`config.mk`:
```
export PLATFORM = sky130hd
export DESIGN_NAME = standby_wake_control
export DESIGN_NICKNAME = d
export VERILOG_FILES = /design/src/standby_pkg.sv /design/src/wait_if.sv /design/src/irq_pick.sv /design/src/settle_timer.sv /design/src/standby_wake_control.sv
export SDC_FILE = /design/constraint.sdc
export NUM_CORES = 1
export LEC_CHECK = 0
export BUFFER_PORTS_ARGS = -buffer_cell sky130_fd_sc_hd__buf_4
export CAP_MARGIN = 30
export CORE_ASPECT_RATIO = 1.5
export CORE_UTILIZATION = 45
export DETAILED_ROUTE_END_ITERATION = 16
export PLACE_DENSITY = 0.73
export SKIP_LAST_GASP = 1
export SYNTH_ARGS = -nofsm -noshare
export SYNTH_HDL_FRONTEND = slang
export SYNTH_SLANG_ARGS = --single-unit
```
`constraint.sdc`:
```
create_clock -name ref_clk_in -period 3.1 [get_ports ref_clk_in]
set_input_delay 0.155 -clock ref_clk_in [delete_from_list [all_inputs] [get_ports ref_clk_in]]
set_output_delay 0.155 -clock ref_clk_in [all_outputs]
set_load 0.01 [all_outputs]
```
`src/standby_pkg.sv`:
```
// constants, register map and mode encoding for the standby and wake controller
package standby_pkg;
  localparam int ADDR_W = 8;
  localparam int DATA_W = 32;
  localparam int IRQ_N = 16;
  localparam int IRQ_IDX_W = 4;
  localparam int REG_W = 8;
  localparam int CNT_W = 18;
  localparam int SEL_W = 3;
  localparam int EVT_W = 4;

  localparam logic [ADDR_W-1:0] OFF_FLAG0 = 8'h00;
  localparam logic [ADDR_W-1:0] OFF_FLAG1 = 8'h04;
  localparam logic [ADDR_W-1:0] OFF_MASK0 = 8'h08;
  localparam logic [ADDR_W-1:0] OFF_MASK1 = 8'h0C;
  localparam logic [ADDR_W-1:0] OFF_SETTLE = 8'h10;
  localparam logic [ADDR_W-1:0] OFF_CLKCTL = 8'h14;
  localparam logic [ADDR_W-1:0] OFF_STATUS = 8'h18;
  localparam logic [ADDR_W-1:0] OFF_EVT = 8'h1C;
  localparam logic [ADDR_W-1:0] OFF_EVT_MASK = 8'h20;

  localparam logic [REG_W-1:0] RST_FLAG = 8'h00;
  localparam logic [REG_W-1:0] RST_MASK = 8'hFF;
  localparam logic [SEL_W-1:0] RST_SETTLE = 3'h0;
  localparam logic [EVT_W-1:0] RST_EVT = 4'h0;

  // clk control and status field positions
  localparam int BIT_SLOW_HALT = 0;
  localparam int BIT_ST_SLOW_RUN = 3;
  localparam int BIT_ST_STOPPABLE = 4;

  // event bits
  localparam int EV_HALT_WAKE = 0;
  localparam int EV_STOP_WAKE = 1;
  localparam int EV_RESUME = 2;
  localparam int EV_HELD = 3;

  // timing
  localparam int PAUSE_US = 34;
  localparam int CLK_MHZ = 250;
  localparam int PAUSE_CYC = PAUSE_US * CLK_MHZ;
  localparam int SETTLE_BASE = 10;

  typedef enum logic [2:0] {
    ST_RUN = 3'b000,
    ST_HALT = 3'b001,
    ST_STOP = 3'b010,
    ST_OSC = 3'b011,
    ST_SETTLE = 3'b100,
    ST_PAUSE = 3'b101
  } mode_e;
endpackage

```
`src/wait_if.sv`:
```
// handshake between the sequencer and its wait timer
`timescale 1ns/100ps
interface wait_if;
  logic start;
  logic [standby_pkg::CNT_W-1:0] load;
  logic done;
  modport ctl (output start, output load, input done);
  modport tmr (input start, input load, output done);
endinterface // wait_if
```
`src/irq_pick.sv`:
```
// fixed priority pick of the lowest pending unmasked source
`timescale 1ns/100ps
module irq_pick #(
  parameter int N = 16,
  parameter int IW = 4
) (
  input wire logic [N-1:0] pend_in,
  output logic valid_out,
  output logic [IW-1:0] idx_out
);
  always_comb begin
    valid_out = 1'b0;
    idx_out = '0;
    for (int i = N - 1; i >= 0; i--) begin
      if (pend_in[i]) begin
        valid_out = 1'b1;
        idx_out = IW'(i);
      end
    end
  end
endmodule // irq_pick

```
`src/settle_timer.sv`:
```
// down counter for settling and pause waits
`timescale 1ns/100ps
module settle_timer (
  input wire logic ref_clk_in,
  input wire logic rst_n_in,
  wait_if.tmr w
);
  logic [standby_pkg::CNT_W-1:0] cnt;
  logic busy;
  wire at_zero = (cnt == '0);

  // done is one pulse, load+1 cycles after start
  assign w.done = busy && at_zero;

  always_ff @(posedge ref_clk_in or negedge rst_n_in) begin
    if (!rst_n_in) begin
      cnt <= '0;
      busy <= 1'b0;
    end else if (w.start) begin
      cnt <= w.load;
      busy <= 1'b1;
    end else if (busy) begin
      cnt <= at_zero ? cnt : cnt - 1'b1;
      busy <= !at_zero;
    end
  end
endmodule // settle_timer

```
`src/standby_wake_control.sv`:
```
// standby entry, wake-up, settle sequencing and interrupt flag handling
// Notes on behaviour
// - hold requests while flag or mask accessed
// - new request raised even during servicing
// - slow oscillator stop only when option allows
// - running slow oscillator keeps running in stop
// - settle count starts after oscillation begins
// - settle after reset taken from option
// - pending unmasked request ends halt at once
// - stop wake: settle in crystal mode only, then fixed pause
`timescale 1ns/100ps
module standby_wake_control #(
  parameter int PAUSE_CYCLES = standby_pkg::PAUSE_CYC,
  parameter int SETTLE_BASE = standby_pkg::SETTLE_BASE
) (
  input wire logic ref_clk_in,
  input wire logic rst_n_in,
  input wire logic [standby_pkg::ADDR_W-1:0] reg_addr_in,
  input wire logic [standby_pkg::DATA_W-1:0] reg_wdata_in,
  input wire logic reg_wr_in,
  input wire logic reg_rd_in,
  output logic [standby_pkg::DATA_W-1:0] reg_rdata_out,
  input wire logic halt_cmd_in,
  input wire logic stop_cmd_in,
  input wire logic [standby_pkg::IRQ_N-1:0] irq_src_in,
  input wire logic irq_ack_in,
  input wire logic [standby_pkg::IRQ_IDX_W-1:0] irq_ack_idx_in,
  output logic irq_req_out,
  output logic [standby_pkg::IRQ_IDX_W-1:0] irq_idx_out,
  input wire logic osc_running_in,
  input wire logic crystal_mode_in,
  input wire logic opt_slow_stoppable_in,
  input wire logic [standby_pkg::SEL_W-1:0] opt_settle_sel_in,
  output logic osc_en_out,
  output logic sys_clk_en_out,
  output logic cpu_clk_en_out,
  output logic slow_osc_en_out,
  output logic [2:0] mode_out,
  output logic event_irq_out
);
  localparam int RW = standby_pkg::REG_W;
  localparam int N = standby_pkg::IRQ_N;
  localparam int EW = standby_pkg::EVT_W;
  localparam int CW = standby_pkg::CNT_W;
  localparam int SW = standby_pkg::SEL_W;
  localparam logic [EW-1:0] RST_EVT_MASK = standby_pkg::RST_EVT;

  // register bus decode
  wire sel_flag0 = (reg_addr_in == standby_pkg::OFF_FLAG0);
  wire sel_flag1 = (reg_addr_in == standby_pkg::OFF_FLAG1);
  wire sel_mask0 = (reg_addr_in == standby_pkg::OFF_MASK0);
  wire sel_mask1 = (reg_addr_in == standby_pkg::OFF_MASK1);
  wire sel_settle = (reg_addr_in == standby_pkg::OFF_SETTLE);
  wire sel_clkctl = (reg_addr_in == standby_pkg::OFF_CLKCTL);
  wire sel_status = (reg_addr_in == standby_pkg::OFF_STATUS);
  wire sel_evt = (reg_addr_in == standby_pkg::OFF_EVT);
  wire sel_evt_mask = (reg_addr_in == standby_pkg::OFF_EVT_MASK);
  wire wr_flag0 = reg_wr_in && sel_flag0;
  wire wr_flag1 = reg_wr_in && sel_flag1;
  wire wr_mask0 = reg_wr_in && sel_mask0;
  wire wr_mask1 = reg_wr_in && sel_mask1;
  wire wr_settle = reg_wr_in && sel_settle;
  wire wr_clkctl = reg_wr_in && sel_clkctl;
  wire wr_evt = reg_wr_in && sel_evt;
  wire wr_evt_mask = reg_wr_in && sel_evt_mask;
  wire [RW-1:0] wbyte = reg_wdata_in[RW-1:0];

  wire flag_access = (reg_wr_in || reg_rd_in) &&
                     (sel_flag0 || sel_flag1 || sel_mask0 || sel_mask1);

  // registers
  logic [RW-1:0] irq_flag_reg_0;
  logic [RW-1:0] irq_flag_reg_1;
  logic [RW-1:0] irq_mask_reg_0;
  logic [RW-1:0] irq_mask_reg_1;
  logic [SW-1:0] osc_settle_select;
  logic slow_osc_halt_bit;
  logic [EW-1:0] evt_status;
  logic [EW-1:0] evt_mask;
  logic [standby_pkg::DATA_W-1:0] rdata;

  // option straps caught after release
  logic strap_taken;
  logic opt_stoppable;
  logic [SW-1:0] opt_settle_sel;

  // interrupt flag state, per source
  wire [N-1:0] flags = {irq_flag_reg_1, irq_flag_reg_0};
  wire [N-1:0] masks = {irq_mask_reg_1, irq_mask_reg_0};
  wire [N-1:0] pend = flags & ~masks;
  wire [N-1:0] ack_hit;
  wire [N-1:0] sw_wr;
  wire [N-1:0] next_flags;

  genvar g;
  generate
    for (g = 0; g < N; g++) begin : g_flag
      assign ack_hit[g] = irq_ack_in && (irq_ack_idx_in == standby_pkg::IRQ_IDX_W'(g));
      assign sw_wr[g] = (g < RW) ? wr_flag0 : wr_flag1;
      // a new request wins over software clear and ack
      assign next_flags[g] = irq_src_in[g] ||
                             (sw_wr[g] ? wbyte[g % RW] : (flags[g] && !ack_hit[g]));
    end
  endgenerate

  // priority select
  logic pick_valid;
  logic [standby_pkg::IRQ_IDX_W-1:0] pick_idx;
  irq_pick #(
    .N(N),
    .IW(standby_pkg::IRQ_IDX_W)
  ) u_pick (
    .pend_in(pend),
    .valid_out(pick_valid),
    .idx_out(pick_idx)
  );

  // wake condition seen by both standby modes
  wire wake_any = |pend;

  // sequencer
  standby_pkg::mode_e mode;
  standby_pkg::mode_e next_mode;
  logic from_reset;
  logic req_q;
  logic [standby_pkg::IRQ_IDX_W-1:0] idx_q;

  wait_if w ();
  settle_timer u_timer (
    .ref_clk_in(ref_clk_in),
    .rst_n_in(rst_n_in),
    .w(w)
  );

  wire [SW-1:0] settle_sel = from_reset ? opt_settle_sel : osc_settle_select;
  wire [CW-1:0] settle_load = CW'((1 << (SETTLE_BASE + int'(settle_sel))) - 1);
  wire [CW-1:0] pause_load = CW'(PAUSE_CYCLES - 1);
  // crystal needs the settle wait; after reset settle is always applied
  wire need_settle = crystal_mode_in || from_reset;

  wire osc_go = (mode == standby_pkg::ST_OSC) && osc_running_in && strap_taken;
  // settle count only after oscillation start
  wire start_settle = osc_go && need_settle;
  wire start_pause_direct = osc_go && !need_settle && !from_reset;
  wire settle_end = (mode == standby_pkg::ST_SETTLE) && w.done;
  // fixed pause follows settle on stop wake
  wire start_pause = start_pause_direct || (settle_end && !from_reset);
  assign w.start = start_settle || start_pause;
  assign w.load = start_settle ? settle_load : pause_load;

  always_comb begin
    next_mode = mode;
    case (mode)
      standby_pkg::ST_RUN: begin
        if (halt_cmd_in && !wake_any) begin
          next_mode = standby_pkg::ST_HALT;
        end else if (stop_cmd_in && !wake_any) begin
          next_mode = standby_pkg::ST_STOP;
        end
      end
      standby_pkg::ST_HALT: begin
        if (wake_any) begin
          next_mode = standby_pkg::ST_RUN;
        end
      end
      standby_pkg::ST_STOP: begin
        if (wake_any) begin
          next_mode = standby_pkg::ST_OSC;
        end
      end
      standby_pkg::ST_OSC: begin
        if (start_settle) begin
          next_mode = standby_pkg::ST_SETTLE;
        end else if (start_pause_direct) begin
          next_mode = standby_pkg::ST_PAUSE;
        end else if (osc_go) begin
          next_mode = standby_pkg::ST_RUN;
        end
      end
      standby_pkg::ST_SETTLE: begin
        if (settle_end) begin
          next_mode = from_reset ? standby_pkg::ST_RUN : standby_pkg::ST_PAUSE;
        end
      end
      standby_pkg::ST_PAUSE: begin
        if (w.done) begin
          next_mode = standby_pkg::ST_RUN;
        end
      end
      default: next_mode = standby_pkg::ST_RUN;
    endcase
  end

  wire resume = (next_mode == standby_pkg::ST_RUN) && (mode != standby_pkg::ST_RUN) &&
                (mode != standby_pkg::ST_HALT);

  // event sources
  wire [EW-1:0] evt_set;
  assign evt_set[standby_pkg::EV_HALT_WAKE] = (mode == standby_pkg::ST_HALT) && wake_any;
  assign evt_set[standby_pkg::EV_STOP_WAKE] = (mode == standby_pkg::ST_STOP) && wake_any;
  assign evt_set[standby_pkg::EV_RESUME] = resume;
  assign evt_set[standby_pkg::EV_HELD] = flag_access && pick_valid;
  // set wins over write-one-clear
  wire [EW-1:0] next_evt = evt_set | (evt_status & ~(wr_evt ? wbyte[EW-1:0] : '0));

  // no in-service blocking, any pending request is offered
  wire next_req = pick_valid && !irq_ack_in;

  always_ff @(posedge ref_clk_in or negedge rst_n_in) begin
    if (!rst_n_in) begin
      mode <= standby_pkg::ST_OSC;
      from_reset <= 1'b1;
      req_q <= 1'b0;
      idx_q <= '0;
    end else begin
      mode <= next_mode;
      from_reset <= from_reset && (mode != standby_pkg::ST_RUN);
      req_q <= next_req;
      idx_q <= pick_idx;
    end
  end

  always_ff @(posedge ref_clk_in or negedge rst_n_in) begin
    if (!rst_n_in) begin
      strap_taken <= 1'b0;
      opt_stoppable <= 1'b0;
      opt_settle_sel <= standby_pkg::RST_SETTLE;
    end else if (!strap_taken) begin
      strap_taken <= 1'b1;
      opt_stoppable <= opt_slow_stoppable_in;
      opt_settle_sel <= opt_settle_sel_in;
    end
  end

  always_ff @(posedge ref_clk_in or negedge rst_n_in) begin
    if (!rst_n_in) begin
      irq_flag_reg_0 <= standby_pkg::RST_FLAG;
      irq_flag_reg_1 <= standby_pkg::RST_FLAG;
    end else begin
      irq_flag_reg_0 <= next_flags[RW-1:0];
      irq_flag_reg_1 <= next_flags[N-1:RW];
    end
  end

  always_ff @(posedge ref_clk_in or negedge rst_n_in) begin
    if (!rst_n_in) begin
      irq_mask_reg_0 <= standby_pkg::RST_MASK;
      irq_mask_reg_1 <= standby_pkg::RST_MASK;
      osc_settle_select <= standby_pkg::RST_SETTLE;
      slow_osc_halt_bit <= 1'b0;
      evt_mask <= RST_EVT_MASK;
      evt_status <= standby_pkg::RST_EVT;
    end else begin
      if (wr_mask0) irq_mask_reg_0 <= wbyte;
      if (wr_mask1) irq_mask_reg_1 <= wbyte;
      if (wr_settle) osc_settle_select <= wbyte[SW-1:0];
      if (wr_clkctl) slow_osc_halt_bit <= wbyte[standby_pkg::BIT_SLOW_HALT];
      if (wr_evt_mask) evt_mask <= wbyte[EW-1:0];
      evt_status <= next_evt;
    end
  end

  // read mux, unmapped reads return zero
  wire [standby_pkg::DATA_W-1:0] status_word;
  assign status_word = {
    {(standby_pkg::DATA_W - 5){1'b0}},
    opt_stoppable,
    slow_osc_en_out,
    mode
  };
  wire [standby_pkg::DATA_W-1:0] rd_mux =
    sel_flag0 ? {{(standby_pkg::DATA_W - RW){1'b0}}, irq_flag_reg_0} :
    sel_flag1 ? {{(standby_pkg::DATA_W - RW){1'b0}}, irq_flag_reg_1} :
    sel_mask0 ? {{(standby_pkg::DATA_W - RW){1'b0}}, irq_mask_reg_0} :
    sel_mask1 ? {{(standby_pkg::DATA_W - RW){1'b0}}, irq_mask_reg_1} :
    sel_settle ? {{(standby_pkg::DATA_W - SW){1'b0}}, osc_settle_select} :
    sel_clkctl ? {{(standby_pkg::DATA_W - 1){1'b0}}, slow_osc_halt_bit} :
    sel_status ? status_word :
    sel_evt ? {{(standby_pkg::DATA_W - EW){1'b0}}, evt_status} :
    sel_evt_mask ? {{(standby_pkg::DATA_W - EW){1'b0}}, evt_mask} :
    '0;

  always_ff @(posedge ref_clk_in or negedge rst_n_in) begin
    if (!rst_n_in) begin
      rdata <= '0;
    end else begin
      rdata <= reg_rd_in ? rd_mux : '0;
    end
  end

  assign reg_rdata_out = rdata;

  // request withheld during flag or mask access
  assign irq_req_out = req_q && !flag_access;
  assign irq_idx_out = idx_q;

  wire in_stop = (mode == standby_pkg::ST_STOP);
  wire waking = (mode == standby_pkg::ST_OSC) || (mode == standby_pkg::ST_SETTLE) ||
                (mode == standby_pkg::ST_PAUSE);
  assign osc_en_out = !in_stop;
  assign sys_clk_en_out = !in_stop && !waking;
  assign cpu_clk_en_out = (mode == standby_pkg::ST_RUN);

  // stop bit honoured only when option permits
  // stop mode itself never stops the slow oscillator
  assign slow_osc_en_out = !(opt_stoppable && slow_osc_halt_bit);

  assign mode_out = mode;
  assign event_irq_out = |(evt_status & ~evt_mask);
endmodule // standby_wake_control

```
# After elaboration in Yosys (flattened, before gate mapping)
# Cells that the tools add are included.
# word_totals
register_bits	85
ramBits	0
romBits	0
latch_bits	0
wordCells	257
memories	0
# classes
n_shift	1
div	0
mul	0
magnitude_cmp	0
n_eq_ne	30
n_addsub	3
bitwise	7
mux	77
reduce_logical	121
# ops
cell	count
two-way mux 4 bit	19
two-way mux 18 bit	4
logical AND 1 bit	61
two-way mux 8 bit	5
two-way mux 1 bit	34
two-way mux 3 bit	11
equality test 4 bit (second input constant)	8
equality test 8 x 5 -> 1 bit (second input constant)	4
logical NOT 1 bit	25
logical OR 1 bit	25
logical NOT 18 bit	1
case mux 3 bit (6 select lines)	1
left shift 1 x 5 -> 18 bit (first input constant)	1
subtractor 18 x 1 -> 18 bit (second input constant)	1
subtractor 18 x 2 -> 18 bit (second input constant)	1
bitwise AND 16 bit	1
equality test 4 x 3 -> 1 bit (second input constant)	4
equality test 8 x 4 -> 1 bit (second input constant)	2
NOT 16 bit	1
OR reduction 16 bit	1
two-way mux 5 bit	3
bitwise AND 4 bit	2
equality test 4 x 2 -> 1 bit (second input constant)	2
equality test 8 x 3 -> 1 bit (second input constant)	1
17 further kinds	21

# Depth between registers and ports, before layout
# Gate-level depths: netlist (run 1).
# logic_depth
word_depth	20
ltp_mapped	8
depth_no_buf	7

# By module
# A second synthesis (run 1) with hierarchy kept.
# hier_totals
cells_unflattened	523
area_unflattened_um2	5093.6
# modules_own_cells
mod	instances	area_per_inst_um2	cells_per_inst
standby_wake_control	1	3767.4	368
settle_timer	1	1147.4	122
irq_pick	1	178.9	33

# Worst setup path after synthesis (run 1)
# OpenSTA, ideal clock, no wires.
# synth_path
path_type	register -> register
from	reg from_reset
to	reg u_timer.cnt[12] in the netlist's numbering
path_buffers	1
path_stages_with_launch	9
t_arrival_ns	2.026
path_slack_ns	0.951
cell_sequence	dfstp_2 -> buf_2 -> mux2i_1 -> inv_1 -> ha_1 -> nand4b_1 -> xor2_1 -> a211o_1 -> o221a_1
# synth_between
elab_chain_len	8
word_cells_on_any_way	18
# synth_lines
item	line_no	rtl
from (decl)	standby_wake_control.sv:124	logic from_reset;
from (signal assigned)	standby_wake_control.sv:217	from_reset <= from_reset && (mode != standby_pkg::ST_RUN);
branches (longest 8 deep; another with subtractor 18 x 2 -> 18 bit)	n/a	
to (signal assigned)	settle_timer.sv:20	cnt <= w.load;
to (signal assigned)	settle_timer.sv:23	cnt <= at_zero ? cnt : cnt - 1'b1;
to (decl)	settle_timer.sv:8	logic [standby_pkg::CNT_W-1:0] cnt;
# Several ways; the timed one is not identified.
# A chain may end at the register's enable or synchronous reset.

# Worst setup path in the final report (run 1)
# layout_path
from	reg u_timer.cnt[5] in the netlist's numbering
to	reg u_timer.cnt[16] in the netlist's numbering
# layout_between
elab_chain_len	8
word_cells_on_any_way	13
# layout_lines
item
branches (longest 8 deep; another with subtractor 18 x 1 -> 18 bit)
# Several ways; the timed one is not identified. The select of a mux whose other input is x is not followed.

==> results of run 1 <==
[metal layers]
layer / wire length [microns] / vias to the layer above
met2: 7550 / 184
li1: - / 2049
met5: 0 / -
met3: 711 / 49
met1: 5240 / 2137
met4: 790 / 0
[where the power goes]
part / total (W) / switching [W] / internal, W / leakage [nW]
sequential: 0.00117 / 0.0000253 / 0.00115 / 0.984
clock: 0.00123 / 0.000443 / 0.000787 / 0.163
combinational: 0.000266 / 0.000152 / 0.000114 / 1.47
total: 0.00267 / 0.000620 / 0.00205 / 2.62
[critical path, cell delays in order (launching register included)]
cell and delay [ps]:
dfrtp_1 460, nor4_2 440, nand4b_2 300, o31ai_4 730
nor4_1 150, a221o_1 370
[stage by stage]
stage / power, W / std cells / area (sq um) / worst slack, ps / utilization (%)
3_3_place_gp: 0.00144 / 725 / 5610 / 629 / 51.1
4_1_cts: 0.00269 / 753 / 6070 / 525 / 55.2
6_report: 0.00267 / 753 / 6070 / 530 / 55.2
5_1_grt: 0.00276 / 753 / 6070 / 320 / 55.2
3_5_place_dp: 0.00144 / 725 / 5610 / 562 / 51.1
2_1_floorplan: 0.00133 / 548 / 5160 / 951 / -
[worst max path at each step]
stage                          startpoint                           to  slack, ps  depth (start not counted)
2_1_floorplan        from_reset$_DFF_PN1_  u_timer.cnt[12]$_DFFE_PN0P_        950                          8
3_3_place_gp   u_timer.cnt[5]$_DFFE_PN0P_   u_timer.cnt[9]$_DFFE_PN0P_        630                          5
3_5_place_dp   u_timer.cnt[5]$_DFFE_PN0P_  u_timer.cnt[16]$_DFFE_PN0P_        560                          5
4_1_cts        u_timer.cnt[5]$_DFFE_PN0P_   u_timer.cnt[9]$_DFFE_PN0P_        520                          5
5_1_grt        u_timer.cnt[5]$_DFFE_PN0P_   u_timer.cnt[9]$_DFFE_PN0P_        320                          5
6_report       u_timer.cnt[5]$_DFFE_PN0P_  u_timer.cnt[16]$_DFFE_PN0P_        530                          5
[flip-flops by register name, summed over array words and instances (netlist names), 8 cells and up]
name	cells
irq_mask_reg_0	8
u_timer.cnt	18
irq_flag_reg_0	8
reg_rdata_out	8
irq_flag_reg_1	8
irq_mask_reg_1	8
[final cells by class]
class,instances,area (sq um)
multi-input combinational,401,2650
sequential,85,2150
timing repair buffer,87,683
clock inverter,6,111
fill,995,4920
clock buffer,10,229
tap,147,184
inverter,17,63.8
[kinds of logic (layout without fill, tap and decap cells)]
logic type,after synthesis,in the layout
simple gates,183,183
mux,37,37
buf+inv,62,120
fa+ha+maj,4,4
xor+xnor,6,6
compound gates,146,146
other cells,2,25
flops,85,85
[synthesized netlist by cell type, types with 4 or more instances]
master and n:
mux2_2 30, inv_1 17, a22o_1 9, a32o_1 4, and3_1 5, a31oi_1 4
o22ai_1 4, nand3_1 12, clkbuf_1 7, nand2_1 36, o211ai_1 9, ha_1 4
nor3_1 14, or3_1 4, buf_2 8, nand4b_1 4, a221o_1 4, nand2b_1 21
nor2_1 44, a21oi_1 17, o21ai_0 36, dfrtp_1 66, o2111ai_1 4, nand3b_1 4
or4_1 4, nor2b_1 6, mux2i_1 7, a211o_1 20, buf_4 25, nand4_1 5
dfstp_2 19, nor4_2 4, nor4_1 4, o21ai_1 9
[timing repair]
item                      4_1_cts  5_1_grt
hold buffers                   12        0
hold endpoints to repair       40        0
resized for setup               0        0
==> summary.md, run 1 <==
| Metric | Value |
|---|---|
| Setup repair bufs after CTS | 0 |
| Synthesized flop and latch total | between 80 and 90 |
| Synth top area cells | dfrtp_1, dfstp_2, mux2_2 |
| Met1 GRT Util | 27.7% |
| VDD IR max | ~0.24 mV |
| Total number of vias | about 4400 |
| Flop-to-flop setup slack | ~530 ps |
| Status | finished clean |
| Skew final | 9.92 ps |
| Initial DRC Count | about 270 |
| I/O Buffers | 69 |
| GRT Resource Usage Total | between 20% and 30% |
| Hold path start | irq_src_in[10] |
| Main synth FF type | dfrtp_1 |
| CTS Buf Count | 9 |
| Commonest non-fill, non-tap cell in the layout | buf_4 |
| Synth Area in Simple Gates | between 15 and 20% |
| Gr busiest metal | met2 |
| Element type at the critical path start | register |
| Dpl hpwl | 10800 microns |
| # IOs | 118 |
| CTS tree | done |
| Post-route ant nets | 0 |
| Synth top area share | around 33% |
| Ant. Diodes | 0 |
| Global routing usage on met2 | between 40% and 50% |
| Distinct cells, synth | 67 |
| Chip width | a little under 90 microns |
| H-tree depth | 3 |
| Initial antenna violation count | 0 |
| Initial Util | between 40% and 50% |
| Vias in the first global route | between 4000 and 5000 |
| CTS Buffer Depth | 2 |
| Most frequent cells in the layout | buf_4, dfrtp_1, nor2_1 |
| Setup Crit Path Kind | register to register |
| Final Max Tran Viols | 0 |
| Worst hold margin | roughly 9.5 ps |
| Hold path cells | 2 |
| Cell Rows | 47 |
| Combinational family with the most area after synthesis | compound AO/OA/AOI/OAI gates |
| Worst r2r src | u_timer.cnt[5]$_DFFE_PN0P_ |
| Max_slew headroom | between 40 and 50% |
| Required @ worst endpoint | 3320 ps |
| Detailed Route WL | ~14000 microns |
| R2R cell count | 5 |
| TNS Setup | 0 ps |
| Final Setup Violations | 0 |
| Minimum clock period | between 2000 and 3000 ps |
| DRT Pass-1 Iters | 5 |
| Clock sinks | 85 |
| Fraction of synthesized area in multiplexers | under 10% |
| Nets | 678 |
| Asr flop ratio synth | 100% |
| Syn. warnings | 0 |
| Slew of the pin with the lowest slew margin | 829 ps |
| Die height | around 130 microns |
| Met3 usage | 4.20% |
| CP max FO | 19 |
| RePlAce Congestion | roughly 0.96 |
| Worst EP arrival | 2790 ps |
| Crit. End Element | register |
| Worst R2R End | u_timer.cnt[16]$_DFFE_PN0P_ |
| Via-to-Cell Ratio | approximately 6 |
| Compound-Gate Fraction of Synth Area | 20.5% |
| Number of synthesized flops with an enable pin | 0 |
| Skew-Pair Late Insertion Delay | approximately 350 ps |
| Core Area | around 11000 sq um |
| Peak Freq | a little under 400 MHz |
| Global-route wire length before repair | ~22000 microns |
| Period utilization | 82.9% |
| Fin. Hold Viols | 0 |
| Pin count of the biggest net entering global routing | 38 |
| Residual DRC count | 0 |
| Pwr per Cell Area | roughly 440 nW/um^2 |
| Post-Syn Instances | roughly 530 |
| Post-synth top area cell | dfrtp_1 |
| Sequential share of the synthesized area | 42.4% |
| LEAKAGE | between 2 and 3 nW |
| Post-DR wirelength/cell | approximately 19 microns |
| Synth Area in Adders | less than 1% |
| Die ar. | around 12000 sq um |
| Max cap viols | 0 |
| Synth Area in XOR/XNOR | a little over 1% |
| Clk pin slew, worst setup/hold paths | ~60 ps |
| Area Growth Syn to Fin | 19.8% |
| CTS root buf | clkbuf_16 |
| Cell Area, Synth | approximately 5000 sq um |
| RSZ-0062 raised after global routing | no |
| Share of cells above drive strength 1 | between 20% and 30% |
| Synth Area per Inst | approximately 9.7 sq um |
| GRT Residual Overflow | 0 |
| Min-Delay Endpoint | irq_flag_reg_1[2]$_DFF_PN0_ |
| Hold crit path type | input pin to register |
(Power assumes the default switching activity.)
==> run 2: changes to the inputs <==
Settings changed: PLACE_DENSITY 0.73 to 0.75.
Clock period 3.1 ns to 2.2 ns, I/O delays scaled along.
==> summary.md, run 2 (synthesis results as in run 1) <==
| Metric | Value |
|---|---|
| Status | finished clean |
| Pwr per Cell Area | approximately 570 nW/um^2 |
| Slew of the pin with the lowest slew margin | between 700 and 800 ps |
| Final Max Tran Viols | 0 |
| Max_slew headroom | about half |
| Required @ worst endpoint | between 2000 and 2500 ps |
| Initial Util | a little under half |
| CTS Buffer Depth | 2 |
| Final Setup Violations | 0 |
| Crit. End Element | register |
| Placed insts | around 750 |
| Worst hold margin | about 7.4 ps |
| CP max FO | 6 |
| Clock sinks | between 80 and 90 |
| Initial antenna violation count | 1 |
| Highest routed layer | met4 |
| Dpl hpwl | 11000 microns |
| Cell area after layout | ~6400 sq um |
| Via-to-Cell Ratio | 5.94 |
| # IOs | 118 |
| Most frequent cells in the layout | buf_4, dfrtp_1, nor2_1 |
| GRT Resource Usage Total | between 20 and 30% |
| DRT Pass-1 Iters | 5 |
| Hold crit path type | input pin to register |
| VDD IR max | ~0.43 mV |
| Clk pin slew, worst setup/hold paths | approximately 60 ps |
| Share of cells above drive strength 1 | 30.5% |
| CTS Buf Count | 9 |
| CTS root buf | clkbuf_16 |
| Total number of vias | ~4700 |
| Detailed Route WL | 15300 microns |
| Die ar. | approximately 12000 sq um |
| Number of flip-flops in the largest register | 18 |
| M1 WL | between 5000 and 6000 microns |
| Skew-Pair Late Insertion Delay | roughly 340 ps |
| TNS Setup | 0 ps |
| Fin. Hold Viols | 0 |
| RePlAce Congestion | about 0.95 |
| I/O Buffers | 69 |
| GRT Residual Overflow | 0 |
| Largest register by flop count | u_timer.cnt |
| Max cap viols | 0 |
| Global-route wire length before repair | roughly 24000 microns |
| Final non-filler cell total | between 700 and 800 |
| WL met2 | 8290 microns |
| Core Area | ~11000 sq um |
| Minimum clock period | 2130 ps |
| WL met3 | slightly above 800 microns |
| Residual DRC count | 0 |
| Element type at the critical path start | register |
| Die height | 132 microns |
| Chip width | slightly below 90 microns |
| Placed cell areas | just under 6000 sq um |
| Util after Layout | 58.7% |
| Post-route ant nets | 0 |
| Pin count of the biggest net entering global routing | 45 |
| Initial DRC Count | approximately 370 |
| Vias in the first global route | roughly 4700 |
| Area Growth Syn to Fin | 27.2% |
| Nets | between 700 and 800 |
| Period utilization | 97.0% |
| Worst EP arrival | roughly 2400 ps |
| LEAKAGE | around 2.8 nW |
| Cell Rows | 47 |
| Peak Freq | between 400 and 500 MHz |
| Commonest non-fill, non-tap cell in the layout | buf_4 |
| CTS tree | done |
| Setup Crit Path Kind | register to register |
| H-tree depth | 3 |
| Post-DR wirelength/cell | 19.4 microns |
| Skew final | roughly 9.2 ps |
run 2: power breakdown:
group	switching, W	internal, W	leakage, nW
combinational	0.000222	0.000180	1.68
sequential	0.0000362	0.00162	0.984
clock	0.000616	0.000998	0.151
total	0.000874	0.00280	2.81
run 2: cell type report:
cell class	instances	area, sq um
repair buffers	123	998
well taps	147	184
flip-flops and latches	85	2150
clock buffers	12	236
inverters	17	63.8
diodes	1	2.50
clock inverters	4	73.8
fillers	914	4550
multi-input cells	401	2740
run 2: routing by layer:
metal	track usage (%)	vias up
met3	5.13	55
met5	0	-
met1	28.4	2320
li1	-	2124
met4	17.3	0
met2	49.5	194
run 2: what timing repair did:
action / 4_1_cts / 5_1_grt
gates resized for setup: 1 / 17
endpoints found under the hold margin: 40 / 0
hold buffers: 20 / 0
pin swaps: 0 / 3
buffers inserted: 0 / 2
endpoints found under the setup margin: 1 / 15
run 2: through the flow:
step / worst slack, ps / power (W)
5_1_grt: -10.7 / 0.00379
3_3_place_gp: 81.8 / 0.00203
3_5_place_dp: -8.60 / 0.00204
6_report: 66.8 / 0.00367
2_1_floorplan: 50.9 / 0.00187
4_1_cts: 2.52 / 0.00367
run 2: worst paths after layout:
check | slack [ps] | startpoint | cells after the start | end
worst max-delay path | 70 | u_timer.cnt[5]$_DFFE_PN0P_ | 6 | u_timer.cnt[17]$_DFFE_PN0P_
worst min-delay path | 7 | opt_settle_sel_in[0] | 2 | opt_settle_sel[0]$_DFFE_PN0N_
worst min register to register | 510 | evt_status[3]$_DFF_PN0_ | 1 | evt_status[3]$_DFF_PN0_
worst max register to register | 70 | u_timer.cnt[5]$_DFFE_PN0P_ | 6 | u_timer.cnt[17]$_DFFE_PN0P_
max in group asynchronous | 1370 | rst_n_in | 3 | irq_mask_reg_1[7]$_DFFE_PN1P_
min in group asynchronous | 210 | rst_n_in | 2 | irq_flag_reg_0[4]$_DFF_PN0_
run 2: worst max-delay path, cell delays in order (launching register included):
cell,delay (ps)
dfrtp_2,460
nor4_4,410
nand4b_4,180
buf_4,190
or3_1,360
and2_2,260
a21o_1,170
